File: config.mk
export PLATFORM = sky130hd
export DESIGN_NAME = vfsc_top
export DESIGN_NICKNAME = d
export VERILOG_FILES = /design/src/rtl/vfsc_sync2.v /design/src/rtl/vfsc_divider.v /design/src/rtl/vfsc_top.v
export VERILOG_INCLUDE_DIRS = /design/src /design/src/rtl
export SDC_FILE = /design/constraint.sdc
export NUM_CORES = 1
export LEC_CHECK = 0
export ABC_AREA = 1
export ABC_CLOCK_PERIOD_IN_PS = 5110
export BUFFER_PORTS_ARGS = -buffer_cell sky130_fd_sc_hd__clkbuf_2
export CAP_MARGIN = 20
export CORE_MARGIN = 5
export CORE_UTILIZATION = 45
export DETAILED_ROUTE_END_ITERATION = 7
export GPL_ROUTABILITY_DRIVEN = 0
export HOLD_SLACK_MARGIN = 0.12
export PLACE_DENSITY_LB_ADDON = 0.05
export SLEW_MARGIN = 20
export SYNTH_ARGS = -nofsm -noshare
export SYNTH_HDL_FRONTEND = slang
export SYNTH_SLANG_ARGS = --single-unit
File: constraint.sdc
create_clock -name clk_i -period 5.11 [get_ports clk_i]
set_input_delay 0.511 -clock clk_i [delete_from_list [all_inputs] [get_ports clk_i]]
set_output_delay 0.511 -clock clk_i [all_outputs]
set_load 0.02 [all_outputs]
File: src/rtl/vfsc_defines.vh
`ifndef VFSC_DEFINES_VH
`define VFSC_DEFINES_VH
// Wishbone register byte addresses
`define VFSC_ADR_CTRL 8'h00
`define VFSC_ADR_STATUS 8'h04
`define VFSC_ADR_VTIME 8'h08
`define VFSC_ADR_HTIME 8'h0C
`define VFSC_ADR_FINE 8'h10
`define VFSC_ADR_GAIN 8'h14
`define VFSC_ADR_CHROMA 8'h18
`define VFSC_ADR_PED 8'h1C
`define VFSC_ADR_HUE 8'h20
`define VFSC_ADR_PANEL 8'h24
// CTRL fields
`define VFSC_CTRL_FSYNC 0
`define VFSC_CTRL_WIDE 1
// Parameter ranges
`define VFSC_GAIN_MIN 8'h32
`define VFSC_GAIN_NOM 8'h64
`define VFSC_GAIN_MAX 8'h96
`define VFSC_PED_MIN 8'hFB
`define VFSC_PED_MAX 8'h05
`define VFSC_HUE_MIN 9'h14C
`define VFSC_HUE_MAX 9'h0B4
`define VFSC_VT_MAX 10'h270
`define VFSC_HT_MAX 12'h6B3
`define VFSC_FINE_MAX 8'hFF
// Presence codes
`define VFSC_IN_NONE 2'h0
`define VFSC_IN_525 2'h1
`define VFSC_IN_625 2'h2
// Blanking last lines
`define VFSC_BLK_N525 5'h09
`define VFSC_BLK_N625 5'h06
`define VFSC_BLK_W525 5'h14
`define VFSC_BLK_W625 5'h16
// Modes of the synchroniser
`define VFSC_MODE_PASS 2'h0
`define VFSC_MODE_TBC 2'h1
`define VFSC_MODE_LOCK 2'h2
// Timing
`define VFSC_CLK_HZ 250000000
`define VFSC_COMMIT_S 15
`define VFSC_TICK_HZ 1000
`define VFSC_TICK_DIV (`VFSC_CLK_HZ / `VFSC_TICK_HZ)
`define VFSC_COMMIT_TICKS (`VFSC_COMMIT_S * `VFSC_TICK_HZ)
`define VFSC_BLINK_TICKS 250
`define VFSC_NGROUPS 3'h3
`endif

File: src/rtl/vfsc_sync2.v
`timescale 1ns/1ps
`default_nettype none
module vfsc_sync2 #(
  parameter W = 1
) (
  input wire clk_i, // Clock
  input wire rst_i, // Sync reset
  input wire [W-1:0] d_i, // Async input
  output reg [W-1:0] q_o // Synchronised
);
  reg [W-1:0] meta_reg;
  always @(posedge clk_i) begin
    if (rst_i) begin
      meta_reg <= {W{1'b0}};
      q_o <= {W{1'b0}};
    end else begin
      meta_reg <= d_i;
      q_o <= meta_reg;
    end
  end
endmodule // vfsc_sync2
`default_nettype wire

File: src/rtl/vfsc_divider.v
`timescale 1ns/1ps
`default_nettype none
module vfsc_divider #(
  parameter [31:0] DIV = 32'd250000
) (
  input wire clk_i, // Clock
  input wire rst_i, // Sync reset
  output reg tick_o // One-cycle pulse every DIV cycles
);
  reg [31:0] cnt_reg;
  always @(posedge clk_i) begin
    if (rst_i) begin
      cnt_reg <= 32'h00000000;
      tick_o <= 1'b0;
    end else if (cnt_reg == DIV - 32'd1) begin
      cnt_reg <= 32'h00000000;
      tick_o <= 1'b1;
    end else begin
      cnt_reg <= cnt_reg + 32'd1;
      tick_o <= 1'b0;
    end
  end
endmodule // vfsc_divider
`default_nettype wire

File: src/rtl/vfsc_top.v
// Function
// - Mode press enables editing, steps to next parameter group, wraps.
// - Arrows move selection, or raise/lower the selected parameter.
// - Edited parameter LED blinks 15 s, then value is committed.
// - Uncommitted edit is lost on power loss; stored value kept.
// - Sync on, reference present: output locked to reference, corrected.
// - Sync on, no reference: time base correction only, free running.
// - Sync off: reference ignored, output follows input, no correction.
// - Timing offsets adjustable only while frame sync is enabled.
// - Vertical offset shifts output in whole lines.
// - Horizontal offset shifts output in sample clocks.
// - Fine phase shifts output in sub-pixel steps.
// - Gain LED green when gain equals nominal.
// - Gain LED red when gain differs from nominal.
// - Both arrows together reset gain to nominal.
// - Input presence: none, 525 locked or 625 locked.
// - Reference presence: absent or present.
// - Input LED green while input detected.
// - Reference LED green while valid reference detected.
// - Overall gain spans 50 to 150 percent.
// - Chroma gain spans 50 to 150 percent.
// - Pedestal offsets black by up to plus or minus 5 IRE.
// - Hue rotates chroma by up to plus or minus 180 degrees.
// - Vertical blanking narrow or wide per standard, as selected.
`timescale 1ns/1ps
`default_nettype none
`include "vfsc_defines.vh"
module vfsc_top #(
  parameter [31:0] TICK_DIV = `VFSC_TICK_DIV,
  parameter [15:0] COMMIT_TICKS = `VFSC_COMMIT_TICKS
) (
  input wire clk_i, // 250 MHz clock
  input wire rst_i, // Sync reset, active high
  input wire [7:0] adr_i, // Wishbone byte address
  input wire [31:0] dat_i, // Wishbone write data
  output reg [31:0] dat_o, // Wishbone read data
  input wire we_i, // Wishbone write enable
  input wire [3:0] sel_i, // Wishbone byte selects
  input wire cyc_i, // Wishbone cycle
  input wire stb_i, // Wishbone strobe
  output reg ack_o, // Wishbone acknowledge
  input wire btn_mode_i, // Mode button, high pressed
  input wire btn_left_i, // Left arrow, high pressed
  input wire btn_right_i, // Right arrow, high pressed
  input wire in_lock_i, // Input detector locked
  input wire in_625_i, // Input standard is 625 lines
  input wire ref_valid_i, // Valid reference detected
  input wire [9:0] line_i, // Current output line number
  input wire [31:0] nv_gain_i, // Stored gain word
  input wire [31:0] nv_vid_i, // Stored offset word
  output reg [31:0] nv_data_o, // Word to commit
  output reg nv_wr_o, // Commit pulse
  output reg nv_sel_o, // Commit target: 0 gain, 1 offsets
  output reg [1:0] sync_mode_o, // Synchroniser mode
  output reg ref_use_o, // Genlock to reference
  output reg time_base_corrector_o, // Correction enable
  output reg [9:0] vt_o, // Vertical offset, lines
  output reg [11:0] ht_o, // Horizontal offset, sample clocks
  output reg [7:0] fine_o, // Fine phase, subpixels
  output reg [7:0] gain_o, // Gain percent
  output reg [7:0] chroma_o, // Chroma gain percent
  output reg [7:0] ped_o, // Pedestal, IRE, two's complement
  output reg [8:0] hue_o, // Hue, degrees, two's complement
  output reg vblank_o, // Output in vertical blanking
  output reg led_in_o, // Input LED green
  output reg led_ref_o, // Reference LED green
  output reg led_gain_grn_o, // Gain LED green
  output reg led_gain_red_o, // Gain LED red
  output reg [2:0] led_grp_o, // Group LEDs, blink when pending
  output reg edit_o // Panel editing active
);
  localparam [2:0] G_SYNC = 3'h0;
  localparam [2:0] G_TIME = 3'h1;
  localparam [2:0] G_GAIN = 3'h2;

  wire [4:0] pins;
  wire s_mode, s_left, s_right, s_lock, s_625;
  vfsc_sync2 #(.W(5)) u_sync (
    .clk_i(clk_i),
    .rst_i(rst_i),
    .d_i({btn_mode_i, btn_left_i, btn_right_i, in_lock_i, in_625_i}),
    .q_o(pins)
  );
  assign {s_mode, s_left, s_right, s_lock, s_625} = pins;
  reg s_ref_meta, s_ref;

  wire tick;
  vfsc_divider #(.DIV(TICK_DIV)) u_div (
    .clk_i(clk_i),
    .rst_i(rst_i),
    .tick_o(tick)
  );

  // Saturating step for a 12-bit field, signed or unsigned as set by sgn
  function [11:0] step;
    input [11:0] v;
    input [11:0] lo;
    input [11:0] hi;
    input up;
    input sgn;
    reg [12:0] a;
    reg [12:0] b;
    reg [12:0] c;
    begin
      a = {v[11] & sgn, v} ^ {sgn, 12'h000};
      b = {lo[11] & sgn, lo} ^ {sgn, 12'h000};
      c = {hi[11] & sgn, hi} ^ {sgn, 12'h000};
      if (up)
        step = (a >= c) ? hi : v + 12'h001;
      else
        step = (a <= b) ? lo : v - 12'h001;
    end
  endfunction

  // Host writes land on the nearest range end, never wrap
  function [11:0] clamp;
    input [11:0] v;
    input [11:0] lo;
    input [11:0] hi;
    input sgn;
    reg [12:0] a;
    reg [12:0] b;
    reg [12:0] c;
    begin
      a = {v[11] & sgn, v} ^ {sgn, 12'h000};
      b = {lo[11] & sgn, lo} ^ {sgn, 12'h000};
      c = {hi[11] & sgn, hi} ^ {sgn, 12'h000};
      if (a > c)
        clamp = hi;
      else if (a < b)
        clamp = lo;
      else
        clamp = v;
    end
  endfunction

  reg [2:0] grp_reg;
  reg [1:0] sub_reg;
  reg sel_reg;
  reg fsync_reg, wide_reg;
  reg [2:0] mode_d, left_d, right_d;
  reg [15:0] pend_reg;
  reg pend_grp_reg;
  reg [7:0] blink_cnt;
  reg blink_reg;
  reg loaded_reg;
  wire p_mode = s_mode & ~mode_d[0];
  wire both = s_left & s_right;
  wire p_both = both & ~(left_d[0] & right_d[0]);
  wire p_left = s_left & ~left_d[0] & ~s_right;
  wire p_right = s_right & ~right_d[0] & ~s_left;
  wire wb_req = cyc_i & stb_i & ~ack_o;
  wire wb_wr = wb_req & we_i & sel_i[0];
  wire [11:0] vt_step = step({2'h0, vt_o}, 12'h000, {2'h0, `VFSC_VT_MAX},
    p_right, 1'b0);
  wire [11:0] fine_step = step({4'h0, fine_o}, 12'h000,
    {4'h0, `VFSC_FINE_MAX}, p_right, 1'b0);
  wire [11:0] gain_step = step({4'h0, gain_o}, {4'h0, `VFSC_GAIN_MIN},
    {4'h0, `VFSC_GAIN_MAX}, p_right, 1'b0);
  wire [11:0] pct_wr = clamp({4'h0, dat_i[7:0]}, {4'h0, `VFSC_GAIN_MIN},
    {4'h0, `VFSC_GAIN_MAX}, 1'b0);
  wire [11:0] ped_wr = clamp({{4{dat_i[7]}}, dat_i[7:0]},
    {4'hF, `VFSC_PED_MIN}, {4'h0, `VFSC_PED_MAX}, 1'b1);
  wire [11:0] hue_wr = clamp({{3{dat_i[8]}}, dat_i[8:0]},
    {3'h7, `VFSC_HUE_MIN}, {3'h0, `VFSC_HUE_MAX}, 1'b1);

  always @(posedge clk_i) begin
    if (rst_i) begin
      s_ref_meta <= 1'b0;
      s_ref <= 1'b0;
      mode_d <= 3'h0;
      left_d <= 3'h0;
      right_d <= 3'h0;
    end else begin
      s_ref_meta <= ref_valid_i;
      s_ref <= s_ref_meta;
      mode_d <= {mode_d[1:0], s_mode};
      left_d <= {left_d[1:0], s_left};
      right_d <= {right_d[1:0], s_right};
    end
  end

  // Settings, panel editor and commit timer
  always @(posedge clk_i) begin
    if (rst_i) begin
      grp_reg <= G_SYNC;
      sub_reg <= 2'h0;
      sel_reg <= 1'b0;
      edit_o <= 1'b0;
      fsync_reg <= 1'b1;
      wide_reg <= 1'b0;
      vt_o <= 10'h000;
      ht_o <= 12'h000;
      fine_o <= 8'h00;
      gain_o <= `VFSC_GAIN_NOM;
      chroma_o <= `VFSC_GAIN_NOM;
      ped_o <= 8'h00;
      hue_o <= 9'h000;
      pend_reg <= 16'h0000;
      pend_grp_reg <= 1'b0;
      nv_wr_o <= 1'b0;
      nv_sel_o <= 1'b0;
      nv_data_o <= 32'h00000000;
      loaded_reg <= 1'b0;
    end else begin
      nv_wr_o <= 1'b0;
      if (!loaded_reg) begin
        // Stored values are restored once after reset
        loaded_reg <= 1'b1;
        gain_o <= nv_gain_i[7:0];
        chroma_o <= nv_gain_i[15:8];
        ped_o <= nv_gain_i[23:16];
        fsync_reg <= nv_gain_i[24];
        vt_o <= nv_vid_i[9:0];
        ht_o <= nv_vid_i[21:10];
        fine_o <= nv_vid_i[29:22];
      end else begin
        if (p_mode) begin
          edit_o <= 1'b1;
          sel_reg <= 1'b0;
          sub_reg <= 2'h0;
          grp_reg <= (grp_reg == `VFSC_NGROUPS - 3'h1) ? G_SYNC
                     : grp_reg + 3'h1;
        end else if (p_both) begin
          gain_o <= `VFSC_GAIN_NOM;
          pend_reg <= COMMIT_TICKS;
          pend_grp_reg <= 1'b0;
        end else if (edit_o && grp_reg != G_SYNC && !sel_reg &&
                     (p_left || p_right)) begin
          sel_reg <= 1'b1;
          sub_reg <= p_right ? (sub_reg == 2'h2 ? 2'h0 : sub_reg + 2'h1)
                     : sub_reg;
        end else if (edit_o && (p_left || p_right)) begin
          pend_reg <= COMMIT_TICKS;
          pend_grp_reg <= (grp_reg == G_TIME);
          case (grp_reg)
            G_SYNC: fsync_reg <= p_right;
            G_TIME: if (fsync_reg) begin
              case (sub_reg)
                2'h0: vt_o <= vt_step[9:0];
                2'h1: ht_o <= step(ht_o, 12'h000, `VFSC_HT_MAX,
                  p_right, 1'b0);
                default: fine_o <= fine_step[7:0];
              endcase
            end
            G_GAIN: gain_o <= gain_step[7:0];
            default: edit_o <= 1'b0;
          endcase
        end else if (wb_wr) begin
          pend_reg <= COMMIT_TICKS;
          pend_grp_reg <= (adr_i == `VFSC_ADR_VTIME ||
            adr_i == `VFSC_ADR_HTIME || adr_i == `VFSC_ADR_FINE);
          case (adr_i)
            `VFSC_ADR_CTRL: begin
              fsync_reg <= dat_i[`VFSC_CTRL_FSYNC];
              wide_reg <= dat_i[`VFSC_CTRL_WIDE];
            end
            `VFSC_ADR_VTIME: if (fsync_reg)
              vt_o <= (dat_i[9:0] > `VFSC_VT_MAX) ? `VFSC_VT_MAX
                      : dat_i[9:0];
            `VFSC_ADR_HTIME: if (fsync_reg)
              ht_o <= (dat_i[11:0] > `VFSC_HT_MAX) ? `VFSC_HT_MAX
                      : dat_i[11:0];
            `VFSC_ADR_FINE: if (fsync_reg) fine_o <= dat_i[7:0];
            `VFSC_ADR_GAIN: gain_o <= pct_wr[7:0];
            `VFSC_ADR_CHROMA: chroma_o <= pct_wr[7:0];
            `VFSC_ADR_PED: ped_o <= ped_wr[7:0];
            `VFSC_ADR_HUE: hue_o <= hue_wr[8:0];
            default: pend_reg <= pend_reg;
          endcase
        end else if (tick && pend_reg != 16'h0000) begin
          pend_reg <= pend_reg - 16'h0001;
          if (pend_reg == 16'h0001) begin
            // Only this pulse writes storage; a power loss sooner keeps old
            nv_wr_o <= 1'b1;
            nv_sel_o <= pend_grp_reg;
            nv_data_o <= pend_grp_reg ? {2'h0, fine_o, ht_o, vt_o}
                         : {7'h00, fsync_reg, ped_o, chroma_o, gain_o};
          end
        end
      end
    end
  end

  // Blink clock for pending LEDs
  always @(posedge clk_i) begin
    if (rst_i) begin
      blink_cnt <= 8'h00;
      blink_reg <= 1'b0;
    end else if (tick) begin
      if (blink_cnt == `VFSC_BLINK_TICKS - 1) begin
        blink_cnt <= 8'h00;
        blink_reg <= ~blink_reg;
      end else begin
        blink_cnt <= blink_cnt + 8'h01;
      end
    end
  end

  // Mode decode, status LEDs and blanking
  always @(posedge clk_i) begin
    if (rst_i) begin
      sync_mode_o <= `VFSC_MODE_PASS;
      ref_use_o <= 1'b0;
      time_base_corrector_o <= 1'b0;
      led_in_o <= 1'b0;
      led_ref_o <= 1'b0;
      led_gain_grn_o <= 1'b0;
      led_gain_red_o <= 1'b0;
      led_grp_o <= 3'h0;
      vblank_o <= 1'b0;
    end else begin
      if (fsync_reg && s_ref) begin
        sync_mode_o <= `VFSC_MODE_LOCK;
        ref_use_o <= 1'b1;
        time_base_corrector_o <= 1'b1;
      end else if (fsync_reg) begin
        sync_mode_o <= `VFSC_MODE_TBC;
        ref_use_o <= 1'b0;
        time_base_corrector_o <= 1'b1;
      end else begin
        sync_mode_o <= `VFSC_MODE_PASS;
        ref_use_o <= 1'b0;
        time_base_corrector_o <= 1'b0;
      end
      led_in_o <= s_lock;
      led_ref_o <= s_ref;
      led_gain_grn_o <= (gain_o == `VFSC_GAIN_NOM);
      led_gain_red_o <= (gain_o != `VFSC_GAIN_NOM);
      led_grp_o <= (edit_o ? (3'h1 << grp_reg) : 3'h0)
        ^ ((pend_reg != 16'h0000 && blink_reg) ?
           (pend_grp_reg ? 3'h2 : 3'h5) : 3'h0);
      if (s_625)
        vblank_o <= line_i >= 10'h001 && line_i <= {5'h00,
          wide_reg ? `VFSC_BLK_W625 : `VFSC_BLK_N625};
      else
        vblank_o <= line_i >= 10'h001 && line_i <= {5'h00,
          wide_reg ? `VFSC_BLK_W525 : `VFSC_BLK_N525};
    end
  end

  // Wishbone slave, registered single-cycle ack, one wait state
  always @(posedge clk_i) begin
    if (rst_i) begin
      ack_o <= 1'b0;
      dat_o <= 32'h00000000;
    end else begin
      ack_o <= wb_req;
      if (wb_req && !we_i) begin
        case (adr_i)
          `VFSC_ADR_CTRL: dat_o <= {30'h0, wide_reg, fsync_reg};
          `VFSC_ADR_STATUS: dat_o <= {28'h0, s_ref,
            1'b0, !s_lock ? `VFSC_IN_NONE
            : (s_625 ? `VFSC_IN_625 : `VFSC_IN_525)};
          `VFSC_ADR_VTIME: dat_o <= {22'h0, vt_o};
          `VFSC_ADR_HTIME: dat_o <= {20'h0, ht_o};
          `VFSC_ADR_FINE: dat_o <= {24'h0, fine_o};
          `VFSC_ADR_GAIN: dat_o <= {24'h0, gain_o};
          `VFSC_ADR_CHROMA: dat_o <= {24'h0, chroma_o};
          `VFSC_ADR_PED: dat_o <= {24'h0, ped_o};
          `VFSC_ADR_HUE: dat_o <= {23'h0, hue_o};
          `VFSC_ADR_PANEL: dat_o <= {8'h00, pend_reg, sub_reg,
            sel_reg, edit_o, 1'b0, grp_reg};
          default: dat_o <= 32'h00000000;
        endcase
      end
    end
  end
endmodule // vfsc_top
`default_nettype wire

# Yosys cells after proc, flatten, opt, wreduce, memory -nomap -nowiden
# Cells that the tools add are included.
# op_classes
bitwise	30
n_reduce_logical	48
n_mux	126
n_lt_le_gt_ge	19
shift	1
add_sub_neg	13
n_eq_ne	48
# ops
cell	n
$mux W8	44
$pmux W24 S10	1
$mux W12	15
$mux W10	15
$mux W16	6
$add A32 B1 Y32 const B	1
$eq A32 B18 Y1 const B	1
$eq A8 B5 Y1 const B	4
$mux W30	1
$mux W1	28
$reduce_and A9 Y1	3
$gt A13 B13 Y1 const B	2
$lt A13 B12 Y1 const B	2
$add A8 B1 Y8 const B	3
$le A10 B5 Y1	2
$mux W9	2
$ne A3 B3 Y1 const B	6
$reduce_and A6 Y1	3
$not A1 Y1	17
$eq A16 B1 Y1 const B	1
$eq A8 B4 Y1 const B	2
$eq A8 B6 Y1 const B	2
$ge A8 B8 Y1 const B	2
$mux W2	8
58 further kinds	114
# totals
reg_bits	226
in_bits	129
wordCells	327
output_inout_bits	143

# Depth between registers and ports, before layout
# logic_depth
ltp_word	12
mapped_depth	14
mapped_depth_nobuf	14

# By module
# From an unflattened synthesis, not the netlist that was laid out.
# hier_totals
cells_unflattened	2371
area_unflattened_um2	14104.8
# by_module_without_submodules
module	seq_area_each_um2	instances	cells_per_inst	area_each_um2
vfsc_top	3443.3	1	2021	11851.4
vfsc_divider	660.6	1	319	1966.9
vfsc_sync2	200.2	1	31	286.5

# Least setup slack after synthesis
# OpenSTA, ideal clock, no wires.
# synth_path
kind	flip-flop to flip-flop
startpoint	register pend_reg[0]
endpoint	register nv_data_o[10]
setup_time_ns	0.122
stages_incl_launch_ff	11
required_ns	4.988
synth_period_minus_slack_ns	1.786
path_slack_ns	3.324
t_arrival_ns	1.664
n_path_buf	2
cell_sequence	dfxtp_1 > inv_1 > ha_1 > nand2_2 > nor2_1 > nand2_1 > nand2_2 > nor3_4 > buf_6 > buf_2 > a21oi_1
# synth_via
elab_chain_len	3
word_cells_on_any_way	4
cone_classes	eq/ne (1); reduce/logical (3)
# synth_lines
element	line_no	rtl
start, declared	vfsc_top.v:142	reg [15:0] pend_reg;
start signal, assigned	vfsc_top.v:269	default: pend_reg <= pend_reg;
start signal, assigned	vfsc_top.v:272	pend_reg <= pend_reg - 16'h0001;
$reduce_bool A16 Y1	vfsc_top.v:271	end else if (tick && pend_reg != 16'h0000) begin
$logic_and A1 B1 Y1	vfsc_top.v:271	
$reduce_and A8 Y1 (no line) *	--	
end signal, assigned	vfsc_top.v:277	nv_data_o <= pend_grp_reg ? {2'h0, fine_o, ht_o, vt_o}
end, declared	vfsc_top.v:51	output reg [31:0] nv_data_o,
# Mark *: on every way between the ends. The rest lies on a longest branch, timed or not.
# A chain may end at the register's enable or synchronous reset.

# Worst setup path in the final report
# layout_path
startpoint	register loaded_reg
endpoint	register vt_o[5]
# layout_via
elab_chain_len	2
word_cells_on_any_way	11
cone_classes	eq/ne (9); mux (1); reduce/logical (1)
# layout_lines
element	line_no	rtl
start, declared	vfsc_top.v:146	reg loaded_reg;
start signal, assigned	vfsc_top.v:204	loaded_reg <= 1'b0;
start signal, assigned	vfsc_top.v:209	loaded_reg <= 1'b1;
$ne A3 B2 Y1 (no line), or another cell as far along	--	
$reduce_and A9 Y1 (no line)	--	
end signal, assigned	vfsc_top.v:214	vt_o <= nv_vid_i[9:0];
end signal, assigned	vfsc_top.v:240	2'h0: vt_o <= vt_step[9:0];
end signal, assigned	vfsc_top.v:259	vt_o <= (dat_i[9:0] > `VFSC_VT_MAX) ? `VFSC_VT_MAX
end, declared	vfsc_top.v:57	output reg [9:0] vt_o,
# Parallel ways exist; a longest one is shown, timed or not.

==> impl_metrics.env <==
export IMPL_io_pins=272
export IMPL_sum_of_routed_wire_length_over_all_layers_um=50600
export IMPL_dr_first_iter_drc_count=1547
export IMPL_drive_gt1_frac=0.138
export IMPL_grt_start_max_net_pins=96
export IMPL_cp_cell_sequence="nand3_2 -> inv_2 -> nand2_1 -> nand3_1 -> nor2_8 -> o21ai_0 -> nor2_1"
export IMPL_critPathCaptureType="register"
export IMPL_area_delta_synth_final_pct=15.4
export IMPL_number_of_flip_flops_in_the_largest_register=32
export IMPL_grt_first_pass_wirelength_um=78400
export IMPL_worst_ep_arrival_time_ps=3460
export IMPL_report_final_slew_viol_count=0
export IMPL_rsz0062_at_grt="no"
export IMPL_place_port_buffers=229
export IMPL_cell_type_contributing_the_most_total_cell_area_after_synthesis="sky130_fd_sc_hd__dfxtp_1"
export IMPL_die_h_um=184
export IMPL_detail_route_first_pass_iterations=6
export IMPL_ff2ff_setup_slack_ps=2080
export IMPL_timing_hold_violations_final=0
export IMPL_grt_util_all_layers=0.288
export IMPL_path_class="reg2reg"
export IMPL_timing_max_cap_violations=0
export IMPL_cts_resized=0
export IMPL_ys_warn_count=0
export IMPL_die_width_um=184
export IMPL_vdd_ir_drop_max_mv=0.213
export IMPL_worst_path_max_fanout=43
export IMPL_floorplan_die_area_um2=33700
export IMPL_synthesis_area_per_instance_um2=6.07
export IMPL_row_count=63
export IMPL_clock_latency_ps=560
export IMPL_initial_antenna_violation_count=1
export IMPL_tritoncts="built"
export IMPL_first_global_vias=13989
export IMPL_hpwlAfterDp_um=38100
export IMPL_hold_buffers=0
export IMPL_ant_nets=0
export IMPL_cellPowerDensity_nw_per_um2=289
export IMPL_worstSetupStartpointType="register"
export IMPL_synth_seq_cells=215
export IMPL_maxSlewHeadroom=0.280
export IMPL_synthCells=2237
export IMPL_synth_common_cells="sky130_fd_sc_hd__nand2_1 (603), sky130_fd_sc_hd__nor2_1 (339), sky130_fd_sc_hd__inv_1 (223)"
export IMPL_residual_drc=0
export IMPL_overflow=0
export IMPL_cts_sink_count=215
export IMPL_library_cell_contributing_the_largest_single_delay_on_the_critical_path="sky130_fd_sc_hd__dfxtp_2"
export IMPL_clock_fmax_mhz=330
export IMPL_cts_root_buffer_cell="sky130_fd_sc_hd__clkbuf_16"
export IMPL_hold_path_class="in2reg"
export IMPL_mappedNetlistArea_um2=13600
export IMPL_cts_setup_buffers=0
export IMPL_final_min_period_over_clock_period=0.593
export IMPL_ys_flop_type="sky130_fd_sc_hd__dfxtp_1"
export IMPL_synth_cell_type_count=50
export IMPL_fin_worst_skew_ps=24.0
export IMPL_dr_total_vias=15354
export IMPL_post_synth_top_area_fraction=0.317
export IMPL_average_vias_per_placed_instance=5.44
export IMPL_outcome="complete, no violations"
export IMPL_p_leak_uw=0.00730
export IMPL_number_of_synthesized_flops_with_an_enable_pin=0
export IMPL_setup_tns_ps=0
export IMPL_worst_pin_slew_ps=1080
export IMPL_total_power_uw=4530
export IMPL_design_core_area_um2=29700
export IMPL_final_period_minus_worst_setup_slack_ps=3030
export IMPL_synth_sequential_area_ratio=0.317
export IMPL_clock_path_buffers=3
export IMPL_max_stage_delay_ps=950
export IMPL_synth_most_common_cell="sky130_fd_sc_hd__nand2_1"
export IMPL_n_antenna_cell=0
export IMPL_route_detailed_wl_per_inst_um=17.9
export IMPL_finalSetupViolCount=0
export IMPL_postSynth_asyncResetShare=0
export IMPL_ctsHtreeMaxLevel=1
export IMPL_tritoncts_num_buffers=25
export IMPL_design_final_nets=2562
export IMPL_post_route_util=0.527
export IMPL_cp_required_ps=5540
export IMPL_initial_utilization=0.457
export IMPL_worst_setup_hold_path_clk_slew_ps=60
export IMPL_post_synth_main_area_contributors="sky130_fd_sc_hd__dfxtp_1 (32%), sky130_fd_sc_hd__nand2_1 (17%), sky130_fd_sc_hd__nor2_1 (9.4%)"
==> path summary, 6_finish.rpt <==
kind | cells after the start | endpoint | startpoint
hold reg to reg | 2 | u_sync.q_o[1] | u_sync.meta_reg[1]
setup / recovery | 7 | vt_o[5] | loaded_reg
setup reg to reg | 7 | vt_o[5] | loaded_reg
hold / removal | 3 | u_sync.meta_reg[0] | in_625_i
==> cells in the final DEF, fill, tap and decap left out, types with 8 or more instances in the layout <==
| cell type | n |
|---|---|
| sky130_fd_sc_hd__nand2_1 | 603 |
| sky130_fd_sc_hd__nor2_1 | 338 |
| sky130_fd_sc_hd__clkbuf_2 | 228 |
| sky130_fd_sc_hd__inv_1 | 223 |
| sky130_fd_sc_hd__dfxtp_1 | 213 |
| sky130_fd_sc_hd__nand3_1 | 188 |
| sky130_fd_sc_hd__a21oi_1 | 175 |
| sky130_fd_sc_hd__o21ai_0 | 154 |
| sky130_fd_sc_hd__nand4_1 | 36 |
| sky130_fd_sc_hd__nor3_1 | 32 |
| sky130_fd_sc_hd__clkbuf_16 | 25 |
| sky130_fd_sc_hd__xor2_1 | 24 |
| sky130_fd_sc_hd__ha_1 | 21 |
| sky130_fd_sc_hd__o22ai_1 | 17 |
| sky130_fd_sc_hd__nor2_2 | 11 |
| sky130_fd_sc_hd__or2_2 | 11 |
| sky130_fd_sc_hd__nand2_2 | 10 |
| sky130_fd_sc_hd__conb_1 | 10 |
| sky130_fd_sc_hd__xnor2_1 | 9 |
| sky130_fd_sc_hd__inv_2 | 8 |
| sky130_fd_sc_hd__o21ai_1 | 8 |
| sky130_fd_sc_hd__buf_4 | 8 |
==> worst max-delay path: cells and delay by family, from the launching register on <==
family / cells / cell delay (ps)
flops: 1 / 950
compound gates: 1 / 170
buf+inv: 1 / 540
simple gates: 5 / 1200
==> layer usage <==
layer	GRT usage	share of wire	vias up
met5	0	0.00038	-
li1	-	-	7550
met3	0.0584	0.10	107
met4	0.106	0.040	2
met1	0.416	0.44	6934
met2	0.426	0.41	761
==> through the flow <==
stage	hold WS [ps]	std cells	setup WS, ps	instance area (µm²)
after floorplan	388	2246	3320	13600
after global placement	389	2775	2230	14800
after detailed placement	392	2775	2200	14800
after CTS	131	2821	2190	15700
after global routing	138	2821	1950	15700
final	141	2821	2080	15700
==> kinds of logic (layout without fill, tap and decap cells) <==
logic type,count (synthesis),in the layout,share of synthesized area
AND/OR/NAND/NOR,1258,1258,0.393
buffers and inverters,330,515,0.102
AO/OA/AOI/OAI,379,379,0.147
other,1,10,0.000276
XOR/XNOR,33,33,0.0213
adder cells (fa/ha/maj),21,21,0.0194
flip-flops,215,215,0.317
==> power by group <==
part / internal, µW / total (µW) / switching [µW] / leakage [µW]
logic: 249 / 779 / 530 / 0.00512
clock network: 1140 / 1920 / 781 / 0.000426
registers: 1730 / 1830 / 106 / 0.00175
total: 3120 / 4530 / 1420 / 0.00730
==> area by class of cell <==
cell class              instances  area (µm²)
repair buffers                236        1200
multi-input cells            1701        7920
fillers                      3086       14100
clock inverters                15         203
inverters                     233         877
flip-flops and latches        215        4310
clock buffers                  31         668
well taps                     390         488
No activity file was read; power rests on OpenSTA's default activity.
